--- config.mk ---
export PLATFORM = sky130hd
export DESIGN_NAME = event_counter
export DESIGN_NICKNAME = d
export VERILOG_FILES = /design/src/hw/event_counter_pkg.sv /design/src/hw/event_counter.sv
export SDC_FILE = /design/constraint.sdc
export NUM_CORES = 1
export LEC_CHECK = 0
export BUFFER_PORTS_ARGS = -buffer_cell sky130_fd_sc_hd__buf_2
export CORE_UTILIZATION = 25
export DETAILED_ROUTE_END_ITERATION = 7
export PLACE_DENSITY = 0.36
export SYNTH_ARGS = -nofsm -noshare
export SYNTH_HDL_FRONTEND = slang
export SYNTH_SLANG_ARGS = --single-unit
--- constraint.sdc ---
create_clock -name clk_sys_i -period 12.7 [get_ports clk_sys_i]
set_clock_uncertainty 0.1 [all_clocks]
set_input_delay 0.635 -clock clk_sys_i [delete_from_list [all_inputs] [get_ports clk_sys_i]]
set_output_delay 0.635 -clock clk_sys_i [all_outputs]
set_load 0.01 [all_outputs]
--- src/hw/event_counter_pkg.sv ---
// constants, encodings and register map of the selectable event counter block
package event_counter_pkg;

    // ------------------------------------------------------------------
    // sizes
    // ------------------------------------------------------------------
    localparam int NUM_COUNTERS = 2;
    localparam int IDX_W        = 1;
    localparam int CNT_W        = 32;
    localparam int SEL_W        = 5;
    localparam int ACT_W        = 3;
    localparam int SRC_W        = 32;
    localparam int ADDR_W       = 8;
    localparam int DATA_W       = 32;
    localparam int BE_W         = 4;
    localparam int NUM_EVENTS   = 8;
    localparam int NUM_PINS     = 4;
    localparam int NUM_USER     = 4;
    localparam int NUM_TIMERS   = 2;
    localparam int NUM_ACTIONS  = 2;

    localparam logic [CNT_W-1:0] CNT_MAX  = 32'hFFFFFFFF;
    localparam logic [CNT_W-1:0] CNT_ZERO = 32'h00000000;
    localparam logic [CNT_W-1:0] CNT_ONE  = 32'h00000001;

    // ------------------------------------------------------------------
    // source selection codes, one bit of the source vector each
    // ------------------------------------------------------------------
    localparam logic [SEL_W-1:0] SRC_OFF         = 5'h00;
    localparam logic [SEL_W-1:0] SRC_OWN_START   = 5'h01;
    localparam int               SRC_EVENT_BASE  = 2;
    localparam int               SRC_PIN_BASE    = 10;
    localparam int               SRC_USER_BASE   = 14;
    localparam int               SRC_CNT_END_BASE = 18;
    localparam int               SRC_TIMER_BASE  = 20;
    localparam int               SRC_ACTION_BASE = 22;
    localparam int               SRC_TICK        = 24;

    // ------------------------------------------------------------------
    // register byte addresses
    // ------------------------------------------------------------------
    localparam logic [ADDR_W-1:0] REG_INDEX_SELECT   = 8'h00;
    localparam logic [ADDR_W-1:0] REG_COUNT_SOURCE   = 8'h04;
    localparam logic [ADDR_W-1:0] REG_COUNT_EDGE     = 8'h08;
    localparam logic [ADDR_W-1:0] REG_CLEAR_SOURCE   = 8'h0C;
    localparam logic [ADDR_W-1:0] REG_CLEAR_ACT      = 8'h10;
    localparam logic [ADDR_W-1:0] REG_SW_CLEAR       = 8'h14;
    localparam logic [ADDR_W-1:0] REG_CURRENT_COUNT  = 8'h18;
    localparam logic [ADDR_W-1:0] REG_CAPTURED       = 8'h1C;
    localparam logic [ADDR_W-1:0] REG_TERMINAL_COUNT = 8'h20;
    localparam logic [ADDR_W-1:0] REG_COUNT_STATE    = 8'h24;
    localparam logic [ADDR_W-1:0] REG_START_SOURCE   = 8'h28;
    localparam logic [ADDR_W-1:0] REG_START_ACT      = 8'h2C;

    // ------------------------------------------------------------------
    // encodings
    // ------------------------------------------------------------------
    typedef enum logic [ACT_W-1:0] {
        upward_transition   = 3'h0,
        downward_transition = 3'h1,
        either_transition   = 3'h2,
        while_asserted_high = 3'h3,
        while_asserted_low  = 3'h4
    } activation_type;

    typedef enum logic [1:0] {
        PH_WAIT = 2'h0,
        PH_RUN  = 2'h1,
        PH_DONE = 2'h2
    } phase_type;

    typedef enum logic [2:0] {
        state_idle        = 3'h0,
        state_await_start = 3'h1,
        state_active      = 3'h2,
        state_done        = 3'h3,
        state_saturated   = 3'h4
    } count_state_type;

    localparam logic [ACT_W-1:0] ACT_RESET   = 3'h0;
    localparam logic [SEL_W-1:0] SEL_RESET   = 5'h00;
    localparam logic [DATA_W-1:0] WORD_ZERO  = 32'h00000000;

endpackage

--- src/hw/event_counter.sv ---
// selectable event counters with clear, start and terminal count, Avalon-MM slave
`timescale 1ns/100ps
module event_counter
(
    input  wire logic                                   clk_sys_i,
    input  wire logic                                   reset_n_i,
    input  wire logic [event_counter_pkg::ADDR_W-1:0]   avs_address_i,
    input  wire logic                                   avs_read_i,
    input  wire logic                                   avs_write_i,
    input  wire logic [event_counter_pkg::DATA_W-1:0]   avs_writedata_i,
    input  wire logic [event_counter_pkg::BE_W-1:0]     avs_byteenable_i,
    output logic [event_counter_pkg::DATA_W-1:0]        avs_readdata_o,
    output logic                                        avs_waitrequest_o,
    input  wire logic [event_counter_pkg::NUM_EVENTS-1:0]  internal_event_i,
    input  wire logic [event_counter_pkg::NUM_PINS-1:0]    io_pin_i,
    input  wire logic [event_counter_pkg::NUM_USER-1:0]    sw_output_bit_i,
    input  wire logic [event_counter_pkg::NUM_TIMERS-1:0]  timer_done_i,
    input  wire logic [event_counter_pkg::NUM_ACTIONS-1:0] broadcast_action_i,
    input  wire logic                                      timestamp_tick_i,
    output logic [event_counter_pkg::NUM_COUNTERS-1:0]  terminal_reached_event_o,
    output logic [event_counter_pkg::NUM_COUNTERS-1:0]  count_running_signal_o
);
    import event_counter_pkg::*;

    // ------------------------------------------------------------------
    // helpers
    // ------------------------------------------------------------------
    function automatic logic act_hit(input logic [ACT_W-1:0] act, input logic cur,
                                     input logic prev);
        logic hit;
        hit = 1'b0;
        case (act)
            upward_transition:   hit = cur & ~prev;
            downward_transition: hit = ~cur & prev;
            either_transition:   hit = cur ^ prev;
            while_asserted_high: hit = cur;
            while_asserted_low:  hit = ~cur;
            default:             hit = 1'b0;
        endcase
        return hit;
    endfunction

    // entry into the active condition, used to start from the done phase and, for edge activations, from the wait phase
    function automatic logic act_entry(input logic [ACT_W-1:0] act, input logic cur,
                                       input logic prev);
        logic hit;
        hit = 1'b0;
        case (act)
            while_asserted_high: hit = cur & ~prev;
            while_asserted_low:  hit = ~cur & prev;
            default:             hit = act_hit(act, cur, prev);
        endcase
        return hit;
    endfunction

    function automatic logic is_level(input logic [ACT_W-1:0] act);
        return (act == while_asserted_high) || (act == while_asserted_low);
    endfunction

    function automatic logic [DATA_W-1:0] be_merge(input logic [DATA_W-1:0] old_v,
                                                   input logic [DATA_W-1:0] new_v,
                                                   input logic [BE_W-1:0]   be);
        logic [DATA_W-1:0] res;
        res = old_v;
        for (int b = 0; b < BE_W; b++)
        begin
            if (be[b])
            begin
                res[b*8 +: 8] = new_v[b*8 +: 8];
            end
        end
        return res;
    endfunction

    // ------------------------------------------------------------------
    // reset release
    // ------------------------------------------------------------------
    logic rst_meta_q;
    logic rst_n_q;

    always_ff @(posedge clk_sys_i or negedge reset_n_i)
    begin
        if (!reset_n_i)
        begin
            rst_meta_q <= 1'b0;
            rst_n_q    <= 1'b0;
        end
        else
        begin
            rst_meta_q <= 1'b1;
            rst_n_q    <= rst_meta_q;
        end
    end

    // ------------------------------------------------------------------
    // pin synchronisers
    // ------------------------------------------------------------------
    logic [NUM_PINS-1:0] pin_s1_q;
    logic [NUM_PINS-1:0] pin_s2_q;
    logic [NUM_PINS-1:0] pin_s3_q;
    logic [NUM_PINS-1:0] pin_q;

    always_ff @(posedge clk_sys_i or negedge rst_n_q)
    begin
        if (!rst_n_q)
        begin
            pin_s1_q <= '0;
            pin_s2_q <= '0;
            pin_s3_q <= '0;
            pin_q    <= '0;
        end
        else
        begin
            pin_s1_q <= io_pin_i;
            pin_s2_q <= pin_s1_q;
            pin_s3_q <= pin_s2_q;
            for (int p = 0; p < NUM_PINS; p++)
            begin
                if (pin_s2_q[p] == pin_s3_q[p])
                begin
                    pin_q[p] <= pin_s3_q[p];
                end
            end
        end
    end

    // ------------------------------------------------------------------
    // bus slave handshake
    // ------------------------------------------------------------------
    logic              wait_q;
    logic              acc_wr;
    logic              idx_q;
    logic [DATA_W-1:0] rd_word;
    logic [DATA_W-1:0] readdata_q;

    assign acc_wr            = avs_write_i & ~wait_q;
    assign avs_waitrequest_o = wait_q;
    assign avs_readdata_o    = readdata_q;

    always_ff @(posedge clk_sys_i or negedge rst_n_q)
    begin
        if (!rst_n_q)
        begin
            wait_q <= 1'b1;
        end
        else
        begin
            wait_q <= ~((avs_read_i | avs_write_i) & wait_q);
        end
    end

    always_ff @(posedge clk_sys_i or negedge rst_n_q)
    begin
        if (!rst_n_q)
        begin
            readdata_q <= WORD_ZERO;
        end
        else if (avs_read_i && wait_q)
        begin
            readdata_q <= rd_word;
        end
    end

    always_ff @(posedge clk_sys_i or negedge rst_n_q)
    begin
        if (!rst_n_q)
        begin
            idx_q <= 1'b0;
        end
        else if (acc_wr && avs_address_i == REG_INDEX_SELECT && avs_byteenable_i[0]
                 && avs_writedata_i < DATA_W'(NUM_COUNTERS))
        begin
            idx_q <= avs_writedata_i[IDX_W-1:0];
        end
    end

    // ------------------------------------------------------------------
    // per-counter storage
    // ------------------------------------------------------------------
    logic [SEL_W-1:0] src_sel_q   [NUM_COUNTERS];
    logic [ACT_W-1:0] edge_sel_q  [NUM_COUNTERS];
    logic [SEL_W-1:0] clr_src_q   [NUM_COUNTERS];
    logic [ACT_W-1:0] clr_act_q   [NUM_COUNTERS];
    logic [SEL_W-1:0] st_src_q    [NUM_COUNTERS];
    logic [ACT_W-1:0] st_act_q    [NUM_COUNTERS];
    logic [CNT_W-1:0] term_q      [NUM_COUNTERS];
    logic [CNT_W-1:0] count_q     [NUM_COUNTERS];
    logic [CNT_W-1:0] capt_q      [NUM_COUNTERS];
    phase_type        phase_q     [NUM_COUNTERS];
    logic             done_q      [NUM_COUNTERS];
    logic             running_q   [NUM_COUNTERS];
    count_state_type  state_rpt   [NUM_COUNTERS];
    logic [SRC_W-1:0] common_vec;

    always_comb
    begin
        common_vec = '0;
        common_vec[SRC_EVENT_BASE +: NUM_EVENTS]   = internal_event_i;
        common_vec[SRC_PIN_BASE +: NUM_PINS]       = pin_q;
        common_vec[SRC_USER_BASE +: NUM_USER]      = sw_output_bit_i;
        common_vec[SRC_TIMER_BASE +: NUM_TIMERS]   = timer_done_i;
        common_vec[SRC_ACTION_BASE +: NUM_ACTIONS] = broadcast_action_i;
        common_vec[SRC_TICK]                       = timestamp_tick_i;
        for (int c = 0; c < NUM_COUNTERS; c++)
        begin
            common_vec[SRC_CNT_END_BASE + c] = done_q[c];
        end
    end

    // ------------------------------------------------------------------
    // counters
    // ------------------------------------------------------------------
    for (genvar k = 0; k < NUM_COUNTERS; k++)
    begin : g_cnt
        logic [SRC_W-1:0] vec;
        logic             cnt_prev_q;
        logic             clr_prev_q;
        logic             st_prev_q;
        logic             clr_seen_q;
        logic             cnt_hit;
        logic             clr_hit;
        logic             st_cfg;
        logic             st_ok;
        logic             st_trig;
        logic             counting;
        logic             wr_k;
        logic             swclr_k;
        logic [CNT_W-1:0] inc;
        logic [DATA_W-1:0] wmerge;

        assign wr_k    = acc_wr && (idx_q == IDX_W'(k));
        assign swclr_k = wr_k && avs_address_i == REG_SW_CLEAR;
        assign inc     = count_q[k] + CNT_ONE;

        always_comb
        begin
            vec                = common_vec;
            vec[SRC_OWN_START] = common_vec[st_src_q[k]];
            wmerge             = be_merge(count_q[k], avs_writedata_i, avs_byteenable_i);
            cnt_hit = (src_sel_q[k] != SRC_OFF)
                      && act_hit(edge_sel_q[k], vec[src_sel_q[k]], cnt_prev_q);
            clr_hit = (clr_src_q[k] != SRC_OFF)
                      && act_hit(clr_act_q[k], vec[clr_src_q[k]], clr_prev_q);
            st_cfg  = st_src_q[k] != SRC_OFF;
            st_ok   = !st_cfg || !is_level(st_act_q[k])
                      || act_hit(st_act_q[k], vec[st_src_q[k]], st_prev_q);
            st_trig = st_cfg && act_entry(st_act_q[k], vec[st_src_q[k]], st_prev_q);
            counting = phase_q[k] == PH_RUN && st_ok && src_sel_q[k] != SRC_OFF;
        end

        // configuration writes
        always_ff @(posedge clk_sys_i or negedge rst_n_q)
        begin
            if (!rst_n_q)
            begin
                src_sel_q[k]  <= SEL_RESET;
                edge_sel_q[k] <= ACT_RESET;
                clr_src_q[k]  <= SEL_RESET;
                clr_act_q[k]  <= ACT_RESET;
                st_src_q[k]   <= SEL_RESET;
                st_act_q[k]   <= ACT_RESET;
                term_q[k]     <= CNT_ZERO;
            end
            else if (wr_k && avs_byteenable_i[0])
            begin
                case (avs_address_i)
                    REG_COUNT_SOURCE: src_sel_q[k]  <= avs_writedata_i[SEL_W-1:0];
                    REG_COUNT_EDGE:   edge_sel_q[k] <= avs_writedata_i[ACT_W-1:0];
                    REG_CLEAR_SOURCE: clr_src_q[k]  <= avs_writedata_i[SEL_W-1:0];
                    REG_CLEAR_ACT:    clr_act_q[k]  <= avs_writedata_i[ACT_W-1:0];
                    REG_START_SOURCE: st_src_q[k]   <= avs_writedata_i[SEL_W-1:0];
                    REG_START_ACT:    st_act_q[k]   <= avs_writedata_i[ACT_W-1:0];
                    REG_TERMINAL_COUNT: term_q[k]   <= be_merge(term_q[k], avs_writedata_i,
                                                                avs_byteenable_i);
                    default: ;
                endcase
            end
            else if (wr_k && avs_address_i == REG_TERMINAL_COUNT)
            begin
                term_q[k] <= be_merge(term_q[k], avs_writedata_i, avs_byteenable_i);
            end
        end

        // previous source levels for edge detection
        always_ff @(posedge clk_sys_i or negedge rst_n_q)
        begin
            if (!rst_n_q)
            begin
                cnt_prev_q <= 1'b0;
                clr_prev_q <= 1'b0;
                st_prev_q  <= 1'b0;
                clr_seen_q <= 1'b0;
            end
            else
            begin
                cnt_prev_q <= vec[src_sel_q[k]];
                clr_prev_q <= vec[clr_src_q[k]];
                st_prev_q  <= vec[st_src_q[k]];
                clr_seen_q <= clr_hit;
            end
        end

        // count, capture and phase
        always_ff @(posedge clk_sys_i or negedge rst_n_q)
        begin
            if (!rst_n_q)
            begin
                count_q[k] <= CNT_ZERO;
                capt_q[k]  <= CNT_ZERO;
                phase_q[k] <= PH_WAIT;
                done_q[k]  <= 1'b0;
            end
            else
            begin
                done_q[k] <= 1'b0;
                if (swclr_k)
                begin
                    count_q[k] <= CNT_ZERO;
                    capt_q[k]  <= count_q[k];
                    phase_q[k] <= st_cfg ? PH_WAIT : PH_RUN;
                end
                else if (clr_hit)
                begin
                    count_q[k] <= CNT_ZERO;
                    if (!clr_seen_q)
                    begin
                        capt_q[k] <= count_q[k];
                    end
                end
                else if (wr_k && avs_address_i == REG_CURRENT_COUNT)
                begin
                    count_q[k] <= wmerge;
                end
                else
                begin
                    unique case (phase_q[k])
                        PH_WAIT:
                        begin
                            if (!st_cfg || (is_level(st_act_q[k]) ? st_ok : st_trig))
                            begin
                                phase_q[k] <= PH_RUN;
                            end
                        end
                        PH_RUN:
                        begin
                            if (counting && cnt_hit && count_q[k] != CNT_MAX)
                            begin
                                count_q[k] <= inc;
                                if (term_q[k] != CNT_ZERO && inc == term_q[k])
                                begin
                                    phase_q[k] <= PH_DONE;
                                    done_q[k]  <= 1'b1;
                                end
                            end
                        end
                        PH_DONE:
                        begin
                            if (st_trig)
                            begin
                                capt_q[k]  <= count_q[k];
                                count_q[k] <= CNT_ZERO;
                                phase_q[k] <= PH_RUN;
                            end
                        end
                        default: phase_q[k] <= PH_WAIT;
                    endcase
                end
            end
        end

        always_ff @(posedge clk_sys_i or negedge rst_n_q)
        begin
            if (!rst_n_q)
            begin
                running_q[k] <= 1'b0;
            end
            else
            begin
                running_q[k] <= counting;
            end
        end

        // reported state
        always_comb
        begin
            if (src_sel_q[k] == SRC_OFF)
            begin
                state_rpt[k] = state_idle;
            end
            else if (count_q[k] == CNT_MAX)
            begin
                state_rpt[k] = state_saturated;
            end
            else if (phase_q[k] == PH_DONE)
            begin
                state_rpt[k] = state_done;
            end
            else if (phase_q[k] == PH_RUN && st_ok)
            begin
                state_rpt[k] = state_active;
            end
            else
            begin
                state_rpt[k] = state_await_start;
            end
        end

        assign terminal_reached_event_o[k] = done_q[k];
        assign count_running_signal_o[k]   = running_q[k];
    end

    // ------------------------------------------------------------------
    // read mux
    // ------------------------------------------------------------------
    always_comb
    begin
        rd_word = WORD_ZERO;
        case (avs_address_i)
            REG_INDEX_SELECT:   rd_word = DATA_W'(idx_q);
            REG_COUNT_SOURCE:   rd_word = DATA_W'(src_sel_q[idx_q]);
            REG_COUNT_EDGE:     rd_word = DATA_W'(edge_sel_q[idx_q]);
            REG_CLEAR_SOURCE:   rd_word = DATA_W'(clr_src_q[idx_q]);
            REG_CLEAR_ACT:      rd_word = DATA_W'(clr_act_q[idx_q]);
            REG_SW_CLEAR:       rd_word = WORD_ZERO;
            REG_CURRENT_COUNT:  rd_word = count_q[idx_q];
            REG_CAPTURED:       rd_word = capt_q[idx_q];
            REG_TERMINAL_COUNT: rd_word = term_q[idx_q];
            REG_COUNT_STATE:    rd_word = DATA_W'(state_rpt[idx_q]);
            REG_START_SOURCE:   rd_word = DATA_W'(st_src_q[idx_q]);
            REG_START_ACT:      rd_word = DATA_W'(st_act_q[idx_q]);
            default:            rd_word = WORD_ZERO;
        endcase
    end

endmodule

==> impl_metrics.csv, run 1 <==
group,metric,value,unit
grt,first_global_vias,16250,
detailed_routing,drt_first_pass_iters,7,
clocking,cts.root.buffer_cell,"clkbuf_16",
logic_synthesis,synth.top_cells.by_area,"dfrtp_1 (40%), mux2_2 (12%), nand2_1 (3.0%), a222oi_1 (3.0%), o21ai_0 (2.9%)",
power_and_ir_drop,clkPwrFrac,50.0,%
floorplan,core.rowCount,100,
layout,flow.area_growth_from_synthesis,14.25,%
power_and_ir_drop,power_frac_seq,43.9,%
clocking,worst_setup_hold_path_clk_slew,60,ps
power_and_ir_drop,power-per-cell-area,106.8,nW/um^2
clocking,post_cts_resize_count,0,
outcome,status,"complete, no violations",
detailed_routing,routed-via-count,16560,
logic_synthesis,post-synth-top-area-fraction,40.46,%
critical_path,critical_path.reg2reg.startpoint,"clr_src_q[0]",
worst_hold_path,hold_path.startpoint,"io_pin_i[2]",
logic_synthesis,synth.yosys.seq_area_share,40.60,%
logic_synthesis,yosys.cell_count.top_type,"dfrtp_1",
logic_synthesis,synthTopCellsByCount,"dfrtp_1 (307), mux2_2 (205), nand2_1 (151)",
critical_path,startpoint_type,"flip-flop",
logic_synthesis,mean_area_per_synthesized_cell,9.843,um^2
detailed_routing,ant_nets,0,
timing,fin_setup_tns,0,ps
grt,initial_antenna_violation_count,3,
timing,final-max-slew-violation-count,0,
logic_synthesis,synth_cells,1929,
grt,grt_start_max_net_pins,159,
layout,final_cell_utilization_of_the_core,28.99,%
logic_synthesis,synth_area,18990,um^2
timing,fin_crit_sh,46.51,%
detailed_routing,route.detailed.vias_per_inst,5.604,
logic_synthesis,synth_enable_flop_cells,0,
critical_path,data_required_time_of_the_worst_path,13050,ps
placement,portBuffers,105,
timing,relSlewSlack,20.17,%
floorplan,core-area,74820,um^2
timing,min_period,5906,ps
timing,slew_of_the_pin_with_the_lowest_slew_margin,1193,ps
timing,max_freq,169.3,MHz
clocking,tritoncts,"done",
floorplan,io_pins,106,
power_and_ir_drop,internal_power_contribution,1.723,mW
detailed_routing,avgRoutedWirePerCell,26.81,um
power_and_ir_drop,combinational_power_share,6.1,%
logic_synthesis,ys.flop_type,"dfrtp_1",
floorplan,chipWidth,277.6,um
power_and_ir_drop,net-switching-power,593.7,uW
clocking,worstSkewPairLatency,570,ps
clocking,clock_tree.htree_level_count,2,
timing,setup-violations-final,0,
grt,globalRouteTotalUtil,20.30,%
logic_synthesis,synth.lib_cells_used.distinct,85,
detailed_routing,post-route-drc-count,0,
timing,fin_worst_hold_slack,78.91,ps
critical_path,crit_start,"clr_src_q[0]",
timing,hold_viol_final,0,
floorplan,floorplan.die_area,77050,um^2
logic_synthesis,syn-num-nets,2012,
detailed_routing,detail_route.wirelength,79180,um
placement,gpl.final_weighted_congestion,0.8652,
clocking,clock_sink_count,308,
critical_path,timing.critical_path.to_type,"flip-flop",
layout,design.final.nets,2038,
placement,dp_hpwl,56620,um
logic_synthesis,synth-async-reset-ratio,100.0,%
critical_path,path_class,"reg2reg",
floorplan,initial_core_util,25.38,%
detailed_routing,detail_route.iter0.violations,1520,
power_and_ir_drop,worst_ir_drop_vdd,0.00006628,V
power_and_ir_drop,sw_frac_of_total,25.63,%
layout,final_layout_size_suffix_gt1_share,23.08,%
clocking,ctsLongestPathBuffers,3,
grt,first_pass_grt_wire_length,116800,um
worst_hold_path,min_path_type,"in2reg",
logic_synthesis,biggest_area_consumer_among_synthesized_cells,"dfrtp_1",
floorplan,die_height,277.6,um
power_and_ir_drop,total_leakage_power,8.771,nW
critical_path,worst-endpoint-arrival,6250,ps
clocking,cts_buffers,40,
logic_synthesis,post_synthesis_register_bit_count,308,
logic_synthesis,ys.warnings.count,0,
critical_path,critical_path_peak_fanout,23,
grt,grt_overflow_total,0,
flow_run,max_cap_violations,0,
timing,rsz_0062_raised_after_global_routing,"false",
==> final cells by class <==
cell class              instances  area, um^2
clock buffers                  60        1227
clock inverters                11       82.58
flip-flops and latches        308        7712
fillers                      7833       53130
diodes                          1       2.502
inverters                      62       232.7
multi-input cells            1412       10490
repair buffers                131       735.7
well taps                     969        1212
==> through the flow <==
stage | cell area, um^2 | setup WS [ps] | instances | power (mW)
detailed placement | 20370 | 6863 | 2881 | 1.179
CTS | 21690 | 6832 | 2953 | 2.356
floorplan | 18990 | 3382 | 1929 | 1.100
global route | 21690 | 6407 | 2953 | 2.406
finish | 21690 | 6794 | 2954 | 2.317
global placement | 20370 | 6934 | 2881 | 1.179
==> worst paths after layout <==
check,to,slack [ps],cells after the start
max in group asynchronous,count_q[38],10280,2
max reg2reg,capt_q[3],6790,19
max,capt_q[3],6790,19
min in group asynchronous,count_q[47],230,0
min reg2reg,count_q[47],230,0
min,pin_s1_q[2],80,1
==> metal layers <==
| metal | GRT usage (%) | part of all wire (%) |
|---|---|---|
| met5 | 0 | 0 |
| met4 | 5.043 | 2.2 |
| met3 | 2.965 | 5.3 |
| met2 | 31.59 | 45 |
| met1 | 29.30 | 47 |
==> power by group through the flow <==
stage                     clock (mW)  sequential [mW]  combinational (mW)
after CTS                       1.19             1.02               0.144
final                           1.16             1.02               0.141
after global placement             0             1.04               0.143
after detailed placement           0             1.04               0.143
after global routing            1.23             1.02               0.154
after floorplan                    0             1.03              0.0654
==> logic make-up (layout without fill, tap and decap cells) <==
group           Yosys count  in the layout  synth area share (%)
compound gates          473            473                 17.95
xor+xnor                 94             94                 4.336
fa+ha+maj                18             18                 1.133
buf+inv                 209            264                 4.521
flops                   308            308                 40.60
mux                     255            255                 16.38
other cells               1              2               0.01975
simple gates            571            571                 15.06
==> registers in the layout (all words and copies together), names as in the netlist, 6 cells and up <==
register        cells
count_q            64
edge_sel_q          6
clr_act_q           6
st_src_q           10
avs_readdata_o     32
st_act_q            6
capt_q             64
src_sel_q          10
term_q             64
clr_src_q          10
==> critical path, cell delays in order (launching register included) <==
cell	delay (ps)
dfrtp_1	770
mux2_2	440
a2111oi_0	720
nand4_1	210
and4_1	260
nand2_1	100
inv_1	60
ha_1	310
nor2_1	90
mux2i_1	70
o32ai_1	150
o31a_1	200
a21boi_0	350
nor2_2	60
buf_4	240
inv_2	210
nand2_1	120
a21oi_4	510
buf_4	400
mux2_2	380
==> cell usage in the layout, fill, tap and decap left out, types with 10 or more instances in the layout <==
| master | n |
|---|---|
| and3_1 | 22 |
| dfrtp_1 | 306 |
| ha_1 | 14 |
| clkbuf_8 | 13 |
| clkbuf_16 | 41 |
| nor2_1 | 105 |
| nand3_1 | 53 |
| buf_4 | 24 |
| or3_1 | 11 |
| nor4_1 | 45 |
| a22oi_1 | 54 |
| a222oi_1 | 56 |
| a31oi_1 | 10 |
| o22ai_1 | 29 |
| o21ai_0 | 111 |
| nand3b_1 | 11 |
| xnor2_1 | 62 |
| buf_2 | 105 |
| nand4_1 | 33 |
| a32oi_1 | 17 |
| mux2_2 | 205 |
| mux4_2 | 24 |
| nor2b_1 | 15 |
| xor2_1 | 32 |
| nand2_1 | 150 |
| and2_1 | 17 |
| a21oi_1 | 67 |
| nor3_1 | 56 |
| a221oi_1 | 12 |
| mux2i_1 | 26 |
| inv_1 | 61 |
==> what timing repair did <==
| action | in CTS | in global routing |
|---|---|---|
| buffers inserted | 0 | 0 |
| endpoints found under the setup margin | 0 | 0 |
| endpoints found under the hold margin | 2 | 0 |
| hold buffers | 1 | 0 |
Note: power is estimated with default switching activity, not from simulation.
==> run 2: changes to the inputs <==
==> constraint.sdc (replaced) <==
create_clock -name clk_sys_i -period 6.09 [get_ports clk_sys_i]
set_clock_uncertainty 0.1 [all_clocks]
set_input_delay 0.3045 -clock clk_sys_i [delete_from_list [all_inputs] [get_ports clk_sys_i]]
set_output_delay 0.3045 -clock clk_sys_i [all_outputs]
set_load 0.01 [all_outputs]
==> run 2 against run 1 <==
Critical path depth is 4 lower; cell count rose by 0.74%; worst setup slack got worse by 6100 ps; sequential power up 110%; clock-buffer cell count up 2; sequential share of layout area shrank 0.34 points; sequential cell count did not move; utilization increased by 0.28 points; cell area increased by 0.96%; global-route usage rose by 0.11 points; register-to-register slack lost 6100 ps; power rose by 110%; critical endpoint is now count_q[48].
==> impl_metrics.csv, run 2 (same netlist as run 1, synthesis figures left out) <==
group,metric,value,unit
outcome,status,"complete, no violations",
clocking,clock_sink_count,308,
grt,grt_overflow_total,0,
timing,slew_of_the_pin_with_the_lowest_slew_margin,1284,ps
clocking,worstSkewPairLatency,580,ps
floorplan,core-area,74820,um^2
grt,grt_start_max_net_pins,142,
timing,hold_viol_final,0,
layout,fillers,7904,
critical_path,worst-endpoint-arrival,5650,ps
critical_path,path_class,"reg2reg",
critical_path,critical_path_peak_fanout,16,
layout,flow.area_growth_from_synthesis,15.35,%
layout,largest_registers,"capt_q: 64 flops, count_q: 64 flops, term_q: 64 flops",
clocking,worst_setup_hold_path_clk_slew,60,ps
timing,post-route-worst-setup-slack,726.1,ps
clocking,postCtsSetupBuffers,0,
grt,initial_antenna_violation_count,4,
grt,first_pass_grt_wire_length,117500,um
floorplan,io_pins,106,
critical_path,startpoint_type,"flip-flop",
detailed_routing,post-route-drc-count,0,
timing,fin_setup_tns,0,ps
detailed_routing,routed-via-count,16640,
flow_run,max_cap_violations,0,
critical_path,timing.critical_path.to_type,"flip-flop",
detailed_routing,drt_first_pass_iters,7,
detailed_routing,detail_route.wirelength,79510,um
layout,layout_common_cells,"dfrtp_1 (306), mux2_2 (205), nand2_1 (150), o21ai_0 (111)",
clocking,clock_tree.htree_level_count,2,
timing,max_freq,186.4,MHz
floorplan,die_height,277.6,um
detailed_routing,detail_route.iter0.violations,1678,
critical_path,worst-r2r-setup-slack,730,ps
timing,fin_worst_hold_slack,44.92,ps
layout,final_cell_utilization_of_the_core,29.27,%
timing,final-max-slew-violation-count,0,
clocking,tritoncts,"done",
placement,dp_hpwl,57220,um
placement,gpl.final_weighted_congestion,0.8580,
timing,rsz_0062_raised_after_global_routing,"false",
detailed_routing,ant_nets,0,
detailed_routing,route.detailed.vias_per_inst,5.591,
critical_path,data_required_time_of_the_worst_path,6380,ps
clocking,cts_buffers,41,
floorplan,initial_core_util,25.38,%
layout,layout_commonest_cell,"dfrtp_1",
worst_hold_path,min_path_type,"in2reg",
grt,first_global_vias,16540,
timing,relSlewSlack,14.43,%
clocking,holdBufCountCts,10,
floorplan,floorplan.die_area,77050,um^2
placement,place_ws,690.4,ps
power_and_ir_drop,worst_ir_drop_vdd,0.0001461,V
floorplan,chipWidth,277.6,um
floorplan,core.rowCount,100,
layout,final_layout_size_suffix_gt1_share,23.35,%
timing,setup-violations-final,0,
placement,portBuffers,105,
clocking,post_cts_resize_count,0,
power_and_ir_drop,total_leakage_power,8.866,nW
layout,design.final.nets,2056,
clocking,cts.root.buffer_cell,"clkbuf_16",
power_and_ir_drop,power-per-cell-area,223.9,nW/um^2
timing,min_period,5364,ps
grt,globalRouteTotalUtil,20.41,%
detailed_routing,avgRoutedWirePerCell,26.72,um
timing,fin_crit_sh,88.08,%
clocking,ctsLongestPathBuffers,3,
run 2: where the power goes:
| group | internal [mW] | switching (mW) | total [mW] | leakage [nW] |
|---|---|---|---|---|
| clock | 1.48 | 0.999 | 2.47 | 0.671 |
| sequential | 2.07 | 0.0507 | 2.12 | 4.14 |
| combinational | 0.0964 | 0.210 | 0.307 | 4.06 |
| total | 3.64 | 1.26 | 4.90 | 8.87 |
run 2: final timing paths:
check	depth (start not counted)	start	to
worst max-delay path	15	st_src_q[5]	count_q[48]
worst min-delay path	2	avs_writedata_i[28]	term_q[28]
worst max register to register	15	st_src_q[5]	count_q[48]
worst min register to register	0	rst_n_q	term_q[48]
max in group asynchronous	2	rst_n_q	term_q[38]
min in group asynchronous	0	rst_n_q	term_q[48]
run 2: cell type report:
| class | count | area (um^2) | share of cell area, % |
|---|---|---|---|
| multi-input cells | 1412 | 10490 | 47.88 |
| well taps | 969 | 1212 | 5.536 |
| diodes | 3 | 7.507 | 0.03428 |
| inverters | 62 | 232.7 | 1.063 |
| clock inverters | 12 | 96.34 | 0.4399 |
| repair buffers | 148 | 885.9 | 4.045 |
| clock buffers | 62 | 1267 | 5.787 |
| flip-flops and latches | 308 | 7712 | 35.21 |
run 2: per-layer routing:
metal	wire (um)	vias to the layer above	global-route usage (%)
met2	35440	577	31.52
met1	37000	8485	28.76
met4	2368	0	6.573
met5	0	-	0
li1	-	7441	-
met3	4693	135	3.529
run 2: critical path, stage by stage, from the launching register on:
cell and delay [ps]:
dfrtp_1 650, mux4_2 570, a22o_1 230, nor3_1 240, o211a_1 260, nor3_1 100, ha_1 320, o21ai_0 150
o21ai_0 100, nor2b_1 160, a221o_1 350, a211o_1 250, a2111oi_2 670, o22ai_1 610, o21ai_0 300, o21ai_0 110
run 2: through the flow:
stage          instance area, um^2  power, mW  cells
3_3_place_gp                 20430      2.463   2889
2_1_floorplan                18990      2.293   1929
6_report                     21900      4.904   2976
3_5_place_dp                 20430      2.464   2889
5_1_grt                      21890      5.090   2973
4_1_cts                      21890      4.993   2973
==> run 3: changes to the inputs <==
--- a/config.mk
+++ b/config.mk
@@ -5,9 +5,12 @@
 export SDC_FILE = /design/constraint.sdc
 export NUM_CORES = 1
 export LEC_CHECK = 0
+export ABC_AREA = 1
 export BUFFER_PORTS_ARGS = -buffer_cell sky130_fd_sc_hd__buf_2
+export CORE_MARGIN = 4
 export CORE_UTILIZATION = 25
 export DETAILED_ROUTE_END_ITERATION = 7
+export HOLD_SLACK_MARGIN = 0.08
 export PLACE_DENSITY = 0.36
 export SYNTH_ARGS = -nofsm -noshare
 export SYNTH_HDL_FRONTEND = slang
==> run 3 against run 2 <==
Global-route usage grew 2.7 points; area after synthesis grew 8.8%; utilization shrank 0.14 points; sequential share of layout area shrank 2.9 points; worst setup slack gained 690 ps; hold slack gained 60 ps; power grew 31%; sequential cell count is the same; clock power grew 4%.
==> impl_metrics.csv, run 3 <==
group,metric,value,unit
worst_hold_path,min_path_type,"reg2async",
clocking,post_cts_resize_count,0,
layout,layout_common_cells,"nand2_1 (870), o21ai_0 (337), inv_1 (307), dfrtp_1 (305), nor2_1 (203)",
timing,fin_setup_tns,0,ps
clocking,ctsLongestPathBuffers,3,
detailed_routing,detail_route.wirelength,103000,um
logic_synthesis,synth_cells,2999,
floorplan,initial_core_util,25.20,%
detailed_routing,ant_nets,0,
power_and_ir_drop,total_leakage_power,10.83,nW
grt,first_pass_grt_wire_length,147400,um
grt,first_global_vias,20290,
layout,layout_commonest_cell,"nand2_1",
timing,post-route-worst-setup-slack,1414,ps
logic_synthesis,biggest_area_consumer_among_synthesized_cells,"dfrtp_1",
clocking,worst_setup_hold_path_clk_slew,60,ps
logic_synthesis,synth-async-reset-ratio,100.0,%
timing,relSlewSlack,32.38,%
clocking,cts.root.buffer_cell,"clkbuf_16",
layout,final_cell_utilization_of_the_core,29.13,%
layout,flow.area_growth_from_synthesis,15.61,%
logic_synthesis,mean_area_per_synthesized_cell,6.888,um^2
layout,postLayoutCellArea,23880,um^2
placement,placed_instance_area,22120,um^2
floorplan,core-area,81980,um^2
grt,grt_start_max_net_pins,140,
clocking,tritoncts,"done",
placement,gpl.final_weighted_congestion,0.9244,
detailed_routing,post-route-drc-count,0,
clocking,clock_sink_count,308,
layout,area_used_by_multi_input_combinational_logic,11100,um^2
power_and_ir_drop,worst_ir_drop_vdd,0.0001677,V
layout,largest_registers,"capt_q: 64 flops, count_q: 64 flops, term_q: 64 flops",
timing,min_period,4676,ps
grt,initial_antenna_violation_count,6,
timing,fin_crit_sh,76.79,%
logic_synthesis,yosys.cell_count.top_type,"nand2_1",
layout,fillers,9119,
critical_path,slowest_delay,760,ps
logic_synthesis,post-synth-top-area-fraction,37.19,%
layout,sequential_area,7716,um^2
placement,portBuffers,105,
detailed_routing,avgRoutedWirePerCell,24.60,um
timing,slew_of_the_pin_with_the_lowest_slew_margin,1005,ps
detailed_routing,route.detailed.vias_per_inst,5.175,
placement,dp_hpwl,79790,um
floorplan,core.rowCount,105,
logic_synthesis,synth.yosys.seq_area_share,37.31,%
clocking,clock_tree.htree_level_count,2,
flow_run,max_cap_violations,0,
floorplan,io_pins,106,
timing,rsz_0062_raised_after_global_routing,"false",
timing,max_freq,213.8,MHz
critical_path,critical_path.most_common_cell,"nand2_1",
power_and_ir_drop,overall_power_consumption,6.444,mW
critical_path,crit_start,"st_src_q[5]",
grt,globalRouteTotalUtil,23.10,%
outcome,status,"complete, no violations",
logic_synthesis,ys.warnings.count,0,
critical_path,critical_path_peak_fanout,33,
detailed_routing,detail_route.iter0.violations,2243,
timing,hold_viol_final,0,
critical_path,path_class,"reg2reg",
logic_synthesis,syn-num-nets,3082,
layout,final_layout_size_suffix_gt1_share,10.56,%
logic_synthesis,ys.flop_type,"dfrtp_1",
timing,final-max-slew-violation-count,0,
floorplan,die_height,295.5,um
logic_synthesis,synth.lib_cells_used.distinct,68,
clocking,cts_buffers,42,
logic_synthesis,synth.top_cells.by_area,"dfrtp_1 (37%), nand2_1 (16%), o21ai_0 (8.2%), inv_1 (5.6%), nand3_1 (4.0%)",
critical_path,worst-endpoint-arrival,5020,ps
grt,grt_overflow_total,0,
layout,design.final.nets,3169,
logic_synthesis,synth_enable_flop_cells,0,
logic_synthesis,synth_area,20660,um^2
critical_path,critical_path.reg2reg.startpoint,"st_src_q[5]",
critical_path,data_required_time_of_the_worst_path,6430,ps
critical_path,startpoint_type,"flip-flop",
detailed_routing,drt_first_pass_iters,6,
placement,place_ws,1412,ps
clocking,worstSkewPairLatency,590,ps
floorplan,floorplan.die_area,87300,um^2
floorplan,chipWidth,295.5,um
detailed_routing,routed-via-count,21670,
critical_path,timing.critical_path.to_type,"flip-flop",
power_and_ir_drop,power-per-cell-area,269.8,nW/um^2
critical_path,slowest_cell_on_the_critical_path,"dfrtp_1",
logic_synthesis,post_synthesis_register_bit_count,308,
timing,setup-violations-final,0,
logic_synthesis,synthTopCellsByCount,"nand2_1 (871), o21ai_0 (337), dfrtp_1 (307), inv_1 (307), nor2_1 (205)",
[run 3: cell count changes in the layout (fill, tap and decap cells not counted), sizes merged, moves of 46 or more]
cell    before  now
o21ai      118  428
nand3       53  188
a21oi       68  114
a222oi      56    0
xnor2       62    1
inv         63  338
a22oi       54    4
mux2       205    0
nor2       111  220
nand2      151  906
[run 3: power by group]
group | internal, mW | total [mW] | switching (mW)
sequential | 2.14 | 2.30 | 0.163
clock | 1.57 | 2.58 | 1.01
combinational | 0.395 | 1.57 | 1.17
total | 4.10 | 6.44 | 2.34
[run 3: cells by family after synthesis]
logic type      share of synthesized area [%]
simple gates                            32.29
compound gates                          17.70
buf+inv                                 9.024
flops                                   37.31
xor+xnor                                2.320
fa+ha+maj                               1.042
mux                                    0.2907
other cells                           0.01815
[run 3: final timing paths]
kind / endpoint / slack [ps] / cells past startpoint
max: capt_q[51] / 1410 / 30
max in group asynchronous: term_q[30] / 4590 / 1
min: src_sel_q[5] / 110 / 0
min in group clk_sys_i: count_q[1] / 130 / 5
min reg2reg: src_sel_q[5] / 110 / 0
max reg2reg: capt_q[51] / 1410 / 30
[run 3: layout make-up]
| type | instances | share of cell area (%) |
|---|---|---|
| Tap cell | 1070 | 5.606 |
| Clock inverter | 10 | 0.4191 |
| Multi-Input combinational cell | 2238 | 46.47 |
| Antenna cell | 1 | 0.01048 |
| Clock buffer | 65 | 5.532 |
| Sequential cell | 308 | 32.31 |
| Inverter | 339 | 5.359 |
| Timing Repair Buffer | 157 | 4.296 |
[run 3: per-stage QoR]
stage,hold slack [ps],std cells
CTS,82.74,4187
global placement,-2.412,4078
detailed placement,0.9511,4078
finish,105.3,4188
floorplan,-91.09,2999
global route,125.8,4187
[run 3: worst max-delay path: cells and delay by family, from the launching register on]
family	cells	cell delay, ps
flops	1	760
compound gates	2	140
simple gates	22	2300
buf+inv	5	920
fa+ha+maj	1	270
[run 3: metal layers]
layer / global-route usage (%) / wire (um) / vias to the layer above
met1: 36.00 / 51830 / 10640
met4: 6.548 / 2968 / 0
met5: 0 / 0 / -
met2: 32.73 / 41820 / 783
met3: 3.373 / 6411 / 111
li1: - / - / 10140
[run 3: what timing repair did]
| action | in CTS | in global routing |
|---|---|---|
| setup buffers | 0 | 0 |
| hold endpoints to repair | 58 | 0 |
| hold buffers | 34 | 0 |
